File: config.mk
export PLATFORM = sky130hd
export DESIGN_NAME = flash_user_config_regs
export DESIGN_NICKNAME = d
export VERILOG_FILES = /design/src/flash_user_config_pkg.sv /design/src/flash_user_config_regs.sv
export VERILOG_INCLUDE_DIRS = /design/src
export SDC_FILE = /design/constraint.sdc
export NUM_CORES = 1
export LEC_CHECK = 0
export BUFFER_PORTS_ARGS = -buffer_cell sky130_fd_sc_hd__buf_4
export CAP_MARGIN = 20
export CORE_ASPECT_RATIO = 1.5
export CORE_MARGIN = 1
export CORE_UTILIZATION = 53
export DETAILED_ROUTE_END_ITERATION = 8
export PLACE_DENSITY = 0.79
export SYNTH_ARGS = -nofsm -noshare
export SYNTH_HDL_FRONTEND = slang
export SYNTH_SLANG_ARGS = --single-unit
File: constraint.sdc
create_clock -name clk_sys -period 2.35 [get_ports clk_sys]
set_input_delay 0.235 -clock clk_sys [delete_from_list [all_inputs] [get_ports clk_sys]]
set_output_delay 0.235 -clock clk_sys [all_outputs]
set_load 0.005 [all_outputs]
File: src/flash_user_config_params.svh
// How it works
// - Core held in reset 0xff minus delay field slow ticks after power-on.
// - Reset, filter and detector enables, bits 14..12, are active low.
// - Threshold code is 0x0f minus bits 11:8; 1.8 V up to 4.8 V.
// - Detector pulses shorter than 0xff minus count field ticks are ignored.
// - Relocation register bits 30:0 hold the vector table base address.
// - Vector base applies only while relocation enable bit 31 is one.
`ifndef FLASH_USER_CONFIG_PARAMS_SVH
`define FLASH_USER_CONFIG_PARAMS_SVH

////////////////////////////////////////////////////////////////////////////
// Register offsets
`define USER_CFG_OFFSET   8'h20
`define VTOR_OFFSET       8'h24
`define STATUS_OFFSET     8'h28

////////////////////////////////////////////////////////////////////////////
// Reset values
`define USER_CFG_RESET    32'hffffffff
`define VTOR_RESET        32'h00000000
`define STATUS_RESET      32'h00000000

////////////////////////////////////////////////////////////////////////////
// Field positions
`define RELOC_EN_BIT      31
`define VTOR_BASE_MSB     30
`define ST_CORE_REL_BIT   0
`define ST_UV_SEEN_BIT    1
`define ST_UV_REQ_BIT     2

////////////////////////////////////////////////////////////////////////////
// Counting limits
`define COUNT_FULL        8'hff
`define LEVEL_FULL        4'hf

`endif

File: src/flash_user_config_pkg.sv
package flash_user_config_pkg;

  // User settings word, msb first
  typedef struct packed {
    logic [7:0] reserved_hi;
    logic [7:0] release_delay;
    logic       reserved_b15;
    logic       undervolt_reset_enable_n;
    logic       undervolt_filter_enable_n;
    logic       undervolt_detect_enable_n;
    logic [3:0] undervolt_level_select;
    logic [7:0] undervolt_filter_count;
  } user_cfg_t;

  // Register port request
  typedef struct packed {
    logic [7:0]  addr;
    logic [31:0] wdata;
    logic        wr;
    logic        rd;
  } reg_req_t;

  // Power-up sequence
  typedef enum logic [2:0] {
    ST_LOAD  = 3'b001,
    ST_DELAY = 3'b010,
    ST_RUN   = 3'b100
  } boot_state_t;

endpackage

File: src/flash_user_config_regs.sv
`timescale 1ns/1ps
`include "flash_user_config_params.svh"

module flash_user_config_regs #(
  parameter logic [31:0] DEFAULT_VECTOR_BASE = 32'h00000000
) (
  // Clock and reset
  input  wire logic                               clk_sys,
  input  wire logic                               rstn,
  // Register port
  input  wire flash_user_config_pkg::reg_req_t    reg_req,
  output logic [31:0]                             reg_rdata,
  // Nonvolatile settings word, same clock
  input  wire logic [31:0]                        nv_user_word,
  // Slow oscillator and detector pins
  input  wire logic                               slow_internal_oscillator,
  input  wire logic                               undervolt_detect_raw,
  // Core reset and supervisor controls
  output logic                                    core_reset_n,
  output logic                                    undervoltage_reset,
  output logic                                    undervolt_detect_on,
  output logic [3:0]                              undervolt_level_code,
  // Vector fetch base
  output logic [31:0]                             vector_fetch_base,
  output logic                                    vector_relocate_active
);

  ////////////////////////////////////////////////////////////////////////////
  // Decode helper
  function automatic logic hit(input logic [7:0] a, input logic [7:0] off);
    hit = (a == off);
  endfunction

  ////////////////////////////////////////////////////////////////////////////
  // State
  flash_user_config_pkg::user_cfg_t    user_ff;
  flash_user_config_pkg::boot_state_t  state_ff;
  logic [31:0] vtor_ff;
  logic [31:0] rdata_ff;
  logic [7:0]  delay_cnt_ff;
  logic [7:0]  uv_cnt_ff;
  logic        osc_meta_ff;
  logic        osc_sync_ff;
  logic        osc_prev_ff;
  logic        uv_meta_ff;
  logic        uv_sync_ff;
  logic        uv_filt_ff;
  logic        core_rel_ff;
  logic        uv_req_ff;
  logic        uv_on_ff;
  logic [3:0]  level_ff;
  logic [31:0] vbase_ff;
  logic        vrel_ff;
  logic        osc_tick;
  logic [7:0]  delay_target;
  logic [7:0]  filter_width;
  logic        filter_bypass;
  logic        uv_active;
  logic [31:0] status_word;

  assign osc_tick      = osc_sync_ff & ~osc_prev_ff;
  assign delay_target  = `COUNT_FULL - user_ff.release_delay;
  assign filter_width  = `COUNT_FULL - user_ff.undervolt_filter_count;
  assign filter_bypass = user_ff.undervolt_filter_enable_n ||
                         (filter_width == 8'h00);
  assign uv_active     = ~user_ff.undervolt_detect_enable_n & uv_sync_ff;

  ////////////////////////////////////////////////////////////////////////////
  // Pin synchronisers; the first stage never feeds logic
  always_ff @(posedge clk_sys or negedge rstn) begin
    if (!rstn) begin
      osc_meta_ff <= 1'b0;
      osc_sync_ff <= 1'b0;
      osc_prev_ff <= 1'b0;
    end else begin
      osc_meta_ff <= slow_internal_oscillator;
      osc_sync_ff <= osc_meta_ff;
      osc_prev_ff <= osc_sync_ff;
    end
  end

  always_ff @(posedge clk_sys or negedge rstn) begin
    if (!rstn) begin
      uv_meta_ff <= 1'b0;
      uv_sync_ff <= 1'b0;
    end else begin
      uv_meta_ff <= undervolt_detect_raw;
      uv_sync_ff <= uv_meta_ff;
    end
  end

  ////////////////////////////////////////////////////////////////////////////
  // User settings: loaded once after reset, never written by software
  always_ff @(posedge clk_sys or negedge rstn) begin
    if (!rstn) begin
      user_ff <= `USER_CFG_RESET;
    end else if (state_ff == flash_user_config_pkg::ST_LOAD) begin
      user_ff <= nv_user_word;
    end
  end

  ////////////////////////////////////////////////////////////////////////////
  // Power-up release sequence
  always_ff @(posedge clk_sys or negedge rstn) begin
    if (!rstn) begin
      state_ff     <= flash_user_config_pkg::ST_LOAD;
      delay_cnt_ff <= 8'h00;
      core_rel_ff  <= 1'b0;
    end else begin
      case (state_ff)
        flash_user_config_pkg::ST_LOAD: begin
          state_ff     <= flash_user_config_pkg::ST_DELAY;
          delay_cnt_ff <= 8'h00;
        end
        flash_user_config_pkg::ST_DELAY: begin
          if (delay_cnt_ff == delay_target) begin
            state_ff    <= flash_user_config_pkg::ST_RUN;
            core_rel_ff <= 1'b1;
          end else if (osc_tick) begin
            delay_cnt_ff <= delay_cnt_ff + 8'h01;
          end
        end
        flash_user_config_pkg::ST_RUN: begin
          core_rel_ff <= 1'b1;
        end
        default: begin
          state_ff <= flash_user_config_pkg::ST_LOAD;
        end
      endcase
    end
  end

  ////////////////////////////////////////////////////////////////////////////
  // Detector glitch filter; width counts whole oscillator periods
  // Tick phase leaves up to one period of width slack
  always_ff @(posedge clk_sys or negedge rstn) begin
    if (!rstn) begin
      uv_cnt_ff  <= 8'h00;
      uv_filt_ff <= 1'b0;
    end else if (!uv_active) begin
      uv_cnt_ff  <= 8'h00;
      uv_filt_ff <= 1'b0;
    end else begin
      if (osc_tick && uv_cnt_ff != `COUNT_FULL) begin
        uv_cnt_ff <= uv_cnt_ff + 8'h01;
      end
      uv_filt_ff <= filter_bypass || (uv_cnt_ff >= filter_width);
    end
  end

  ////////////////////////////////////////////////////////////////////////////
  // Supervisor outputs
  always_ff @(posedge clk_sys or negedge rstn) begin
    if (!rstn) begin
      uv_req_ff <= 1'b0;
      uv_on_ff  <= 1'b0;
      level_ff  <= 4'h0;
    end else begin
      uv_on_ff  <= ~user_ff.undervolt_detect_enable_n;
      uv_req_ff <= uv_filt_ff & ~user_ff.undervolt_reset_enable_n &
                   ~user_ff.undervolt_detect_enable_n;
      level_ff  <= `LEVEL_FULL - user_ff.undervolt_level_select;
    end
  end

  ////////////////////////////////////////////////////////////////////////////
  // Vector relocation register; all 32 bits writable
  always_ff @(posedge clk_sys or negedge rstn) begin
    if (!rstn) begin
      vtor_ff <= `VTOR_RESET;
    end else if (reg_req.wr && hit(reg_req.addr, `VTOR_OFFSET)) begin
      vtor_ff <= reg_req.wdata;
    end
  end

  always_ff @(posedge clk_sys or negedge rstn) begin
    if (!rstn) begin
      vbase_ff <= DEFAULT_VECTOR_BASE;
      vrel_ff  <= 1'b0;
    end else begin
      vrel_ff <= vtor_ff[`RELOC_EN_BIT];
      if (vtor_ff[`RELOC_EN_BIT]) begin
        vbase_ff <= {1'b0, vtor_ff[`VTOR_BASE_MSB:0]};
      end else begin
        vbase_ff <= DEFAULT_VECTOR_BASE;
      end
    end
  end

  ////////////////////////////////////////////////////////////////////////////
  // Read port; data stands only in the cycle after the strobe
  always_comb begin
    status_word = `STATUS_RESET;
    status_word[`ST_CORE_REL_BIT] = core_rel_ff;
    status_word[`ST_UV_SEEN_BIT]  = uv_filt_ff;
    status_word[`ST_UV_REQ_BIT]   = uv_req_ff;
  end

  always_ff @(posedge clk_sys or negedge rstn) begin
    if (!rstn) begin
      rdata_ff <= 32'h00000000;
    end else if (!reg_req.rd) begin
      rdata_ff <= 32'h00000000;
    end else if (hit(reg_req.addr, `USER_CFG_OFFSET)) begin
      rdata_ff <= user_ff;
    end else if (hit(reg_req.addr, `VTOR_OFFSET)) begin
      rdata_ff <= vtor_ff;
    end else if (hit(reg_req.addr, `STATUS_OFFSET)) begin
      rdata_ff <= status_word;
    end else begin
      rdata_ff <= 32'h00000000;
    end
  end

  assign reg_rdata              = rdata_ff;
  assign core_reset_n           = core_rel_ff;
  assign undervoltage_reset     = uv_req_ff;
  assign undervolt_detect_on    = uv_on_ff;
  assign undervolt_level_code   = level_ff;
  assign vector_fetch_base      = vbase_ff;
  assign vector_relocate_active = vrel_ff;

  // Helper: oscillator ticks seen while waiting for release
  logic [8:0] chk_ticks_ff;
  always_ff @(posedge clk_sys or negedge rstn) begin
    if (!rstn) begin
      chk_ticks_ff <= 9'h000;
    end else if (state_ff == flash_user_config_pkg::ST_LOAD) begin
      chk_ticks_ff <= 9'h000;
    end else if (state_ff == flash_user_config_pkg::ST_DELAY && osc_tick &&
                 delay_cnt_ff != delay_target) begin
      chk_ticks_ff <= chk_ticks_ff + 9'h001;
    end
  end
endmodule

==> results.md <==
* DR iter-0 viols at ~230
* Peak VDD IR at 0.000583 V
* Initial antenna violation count at 0
* Clock Sinks at 160
* Post-synth EDFFs at 0
* CTS tree: done
* Crit Path Category: flop to flop
* Pins over their slew limit at 0
* Post-synthesis net count at about 630
* Status: completed
* Slowest CP cell: dfrtp_1
* Skew final at about 0.0082 ns
* Clock latency on the worst-skew pair at roughly 0.43 ns
* Worst reg2reg path depth at 5
* Core Region at 11700 um^2
* Final hold slack at between 0.007 and 0.008 ns
* XOR/XNOR Fraction of Synth Area at under 10%
* Startpoint type of the worst setup path: flop
* Layout cells sized above 1 at 35.3%
* Vias in the first global route at between 4000 and 5000
* Post-route antenna net violation count at 0
* Hold Crit Depth at 3
* Highest clock rate at between 0.5 and 0.6 GHz
* Hold Path Sink: user_ff[23]$_DFFE_PN1P_
* RSZ-0062 raised after global routing: no
* Routability Congestion at 0.862
* Syn Inst Count at 541
* Vias at approximately 4600
* Unique masters post-synth at just under 50
* Worst r2r dst: delay_cnt_ff[7]$_DFFE_PN0P_
* Synthesis-to-finish area growth at 31.9%
* Multi-input combinational cell area at 2230 um^2
* P per Cell Area at just over 900 nW/um^2
* Syn_area_per_cell at around 12 um^2
* Reg2reg start: state_ff[2]$_DFFE_PN0P_
* Tot GR Track Use at 25.7%
* Ys async rst share at 100%
* Mapped cell area at roughly 6400 um^2
* WP buf/inv at 0
* Compound-gate portion of the synthesized area at approximately 7.2%
* Crit path cell chain: nor3b_4, nand2b_2, o21bai_4, and2_4, a211o_1
* Synth warn at 0
* Max_slew headroom at around 56%
* Simple-gate area share of the yosys netlist at between 15 and 20%
* H-tree lvl count at 4
* Worst EP required at ~2.7 ns
* Final nets at 794
* Root Driver: clkbuf_16
* Most common flop cell mapped by yosys: dfrtp_1
* Total negative slack at 0 ns
* Initial Util at 55.1%
* Std cell rows at 48
* TritonRoute pass-1 iters at 6
* Worst hold start: nv_user_word[23]
* Port Buf Inserts at ~150
* Diode count at 0
* Final HPWL from detailed placement at around 10000 um
* CTS buffer count at 17
* Minimum clock period at ~2.0 ns
* First-pass GRT wire length at 24100 um
* CTS max path bufs at 2
* Largest stage delay on the critical path at 0.49 ns
* Final Hold Vio Count at 0
* Slew @ Worst Pin at 0.654 ns
* CTS clk-pin slew, worst paths at ~0.06 ns
* Hold WC Path Type: primary input to flop
* Final setup vio count at 0
* Seq/Total Area, Yosys at 63.0%
* DRT Wirelength at between 15000 and 20000 um
* Die height at 137 um
* Arrival @ worst endpoint at about 2.3 ns
* Die Width at 91.8 um
* Mux contribution to synthesized area at about 6.3%
* Drt drc at 0
* Congestion Overflow GR at 0
* FF+latch count, synth at 160
* Via density at ~5.3
* FF-to-FF setup slack at approximately 0.39 ns
* Pin count of the biggest net entering global routing at slightly above 70
* CP top delay family: simple AND/OR/NAND/NOR gates
* Fillers at 791
* Leak at around 0.0043 uW
* CP max FO at 8
* Die ar. at 12600 um^2
* Crit end category: flop
* Reg area at ~4000 um^2
* WL/cell at approximately 17 um
* Boundary Pins at 150
* Max Cap Viol at 0
* Fin crit share at a little over four fifths
* Largest family of logic cells by synthesized area: simple AND/OR/NAND/NOR gates
* Adder and majority gate portion of the synthesized area at under 10%
==> worst max-delay path by stage <==
| stage | start | to | slack, ns | cells after the start |
|---|---|---|---|---|
| after global placement | state_ff[0]$_DFFE_PN1P_ | delay_cnt_ff[5]$_DFFE_PN0P_ | 0.50 | 3 |
| after floorplan | state_ff[2]$_DFFE_PN0P_ | delay_cnt_ff[3]$_DFFE_PN0P_ | 0.63 | 6 |
| after detailed placement | reg_req[41] | vtor_ff[2]$_DFFE_PN0P_ | 0.42 | 7 |
| after CTS | state_ff[2]$_DFFE_PN0P_ | delay_cnt_ff[7]$_DFFE_PN0P_ | 0.41 | 5 |
| after global routing | state_ff[1]$_DFFE_PN0P_ | delay_cnt_ff[3]$_DFFE_PN0P_ | 0.32 | 5 |
| final | state_ff[2]$_DFFE_PN0P_ | delay_cnt_ff[7]$_DFFE_PN0P_ | 0.39 | 5 |
==> logic make-up (layout without fill, tap and decap cells) <==
group	count (synthesis)	in the layout
flops	160	160
buf+inv	37	215
other cells	1	1
compound gates	65	65
fa+ha+maj	10	10
mux	36	36
xor+xnor	14	14
simple gates	218	218
==> cell type report <==
| cell class | count | share of cell area, % |
|---|---|---|
| sequential | 160 | 47.8 |
| multi-input combinational | 344 | 26.4 |
| timing repair buffer | 171 | 15.9 |
| clock buffer | 18 | 5.07 |
| tap | 150 | 2.22 |
| clock inverter | 14 | 2.13 |
| inverter | 12 | 0.532 |
==> layout by cell type (no fill, tap or decap), types with 5 or more instances in the layout <==
cell,instances
xor2_1,11
mux2_1,11
nand2_1,98
inv_1,12
ha_1,10
mux2_2,22
nor2b_1,29
dfstp_2,33
nand3_1,7
nor3_1,6
nor2_1,15
a21oi_1,12
o21ai_0,8
clkbuf_16,17
nand4_1,5
dfrtp_1,127
buf_4,156
and2_1,32
a22oi_1,29
dlygate4sd3_1,12
==> worst min-delay path, stage by stage <==
cell and delay (ns):
buf_4 0.08, nand2_1 0.04, nand2_1 0.05
==> flip-flops by register name, summed over array words and instances, names as in the netlist, 3 cells and up <==
name,flops
vtor_ff,32
reg_rdata,32
user_ff,32
delay_cnt_ff,8
vector_fetch_base,31
undervolt_level_code,4
uv_cnt_ff,8
state_ff,3
==> repair_timing <==
action                                 4_1_cts  5_1_grt
gates resized for setup                      0        0
buffers inserted                             0        0
hold buffers                                12        0
endpoints found under the hold margin       61        0
==> Yosys cell counts, types with 2 or more instances <==
library cell  instances  share of area [%]
nor2_1               15               0.88
nand2b_1              3               0.29
xor2_1               11                1.5
clkbuf_1             16               0.94
o21ai_0               8               0.62
dfstp_2              33                 14
and3_1                4               0.39
nor4_1                3               0.29
nand3b_1              3               0.35
a22oi_1              29                3.4
buf_2                 6               0.47
and2_1               32                3.1
inv_1                12               0.70
nor2b_1              29                2.8
xnor2_1               3               0.41
a211o_1               4               0.55
mux2i_1               3               0.47
nand3_1               7               0.55
ha_1                 10                1.9
dfrtp_1             127                 50
nand2_1              99                5.8
nor3b_1               4               0.47
nor3_1                7               0.55
a211oi_1              2               0.23
mux2_1               11                1.9
mux2_2               22                3.9
a21oi_1              12               0.94
nand4_1               5               0.49
==> through the flow <==
stage               area, um^2  std cells  util (%)  setup WS, ns  total power (uW)
floorplan                 6420        541         -         0.632              4470
global placement          7730        825      66.4         0.499              4980
detailed placement        7730        825      66.4         0.424              5080
CTS                       8460        869      72.6         0.410              7920
global route              8460        869      72.6         0.323              8250
finish                    8460        869      72.6         0.393              7900
==> power by group <==
part / internal, uW / leakage [uW] / switching (uW)
combinational: 567 / 0.00188 / 767
sequential: 3360 / 0.00208 / 371
clock: 1690 / 0.000291 / 1140
==> layer usage <==
metal	global-route usage (%)	wire, um	vias up
met1	30.5	5910	2268
met5	0	0	-
met4	12.2	356	0
met3	5.00	784	28
met2	44.9	8000	150
li1	-	-	2149
Power figures use the tool's default switching activity.
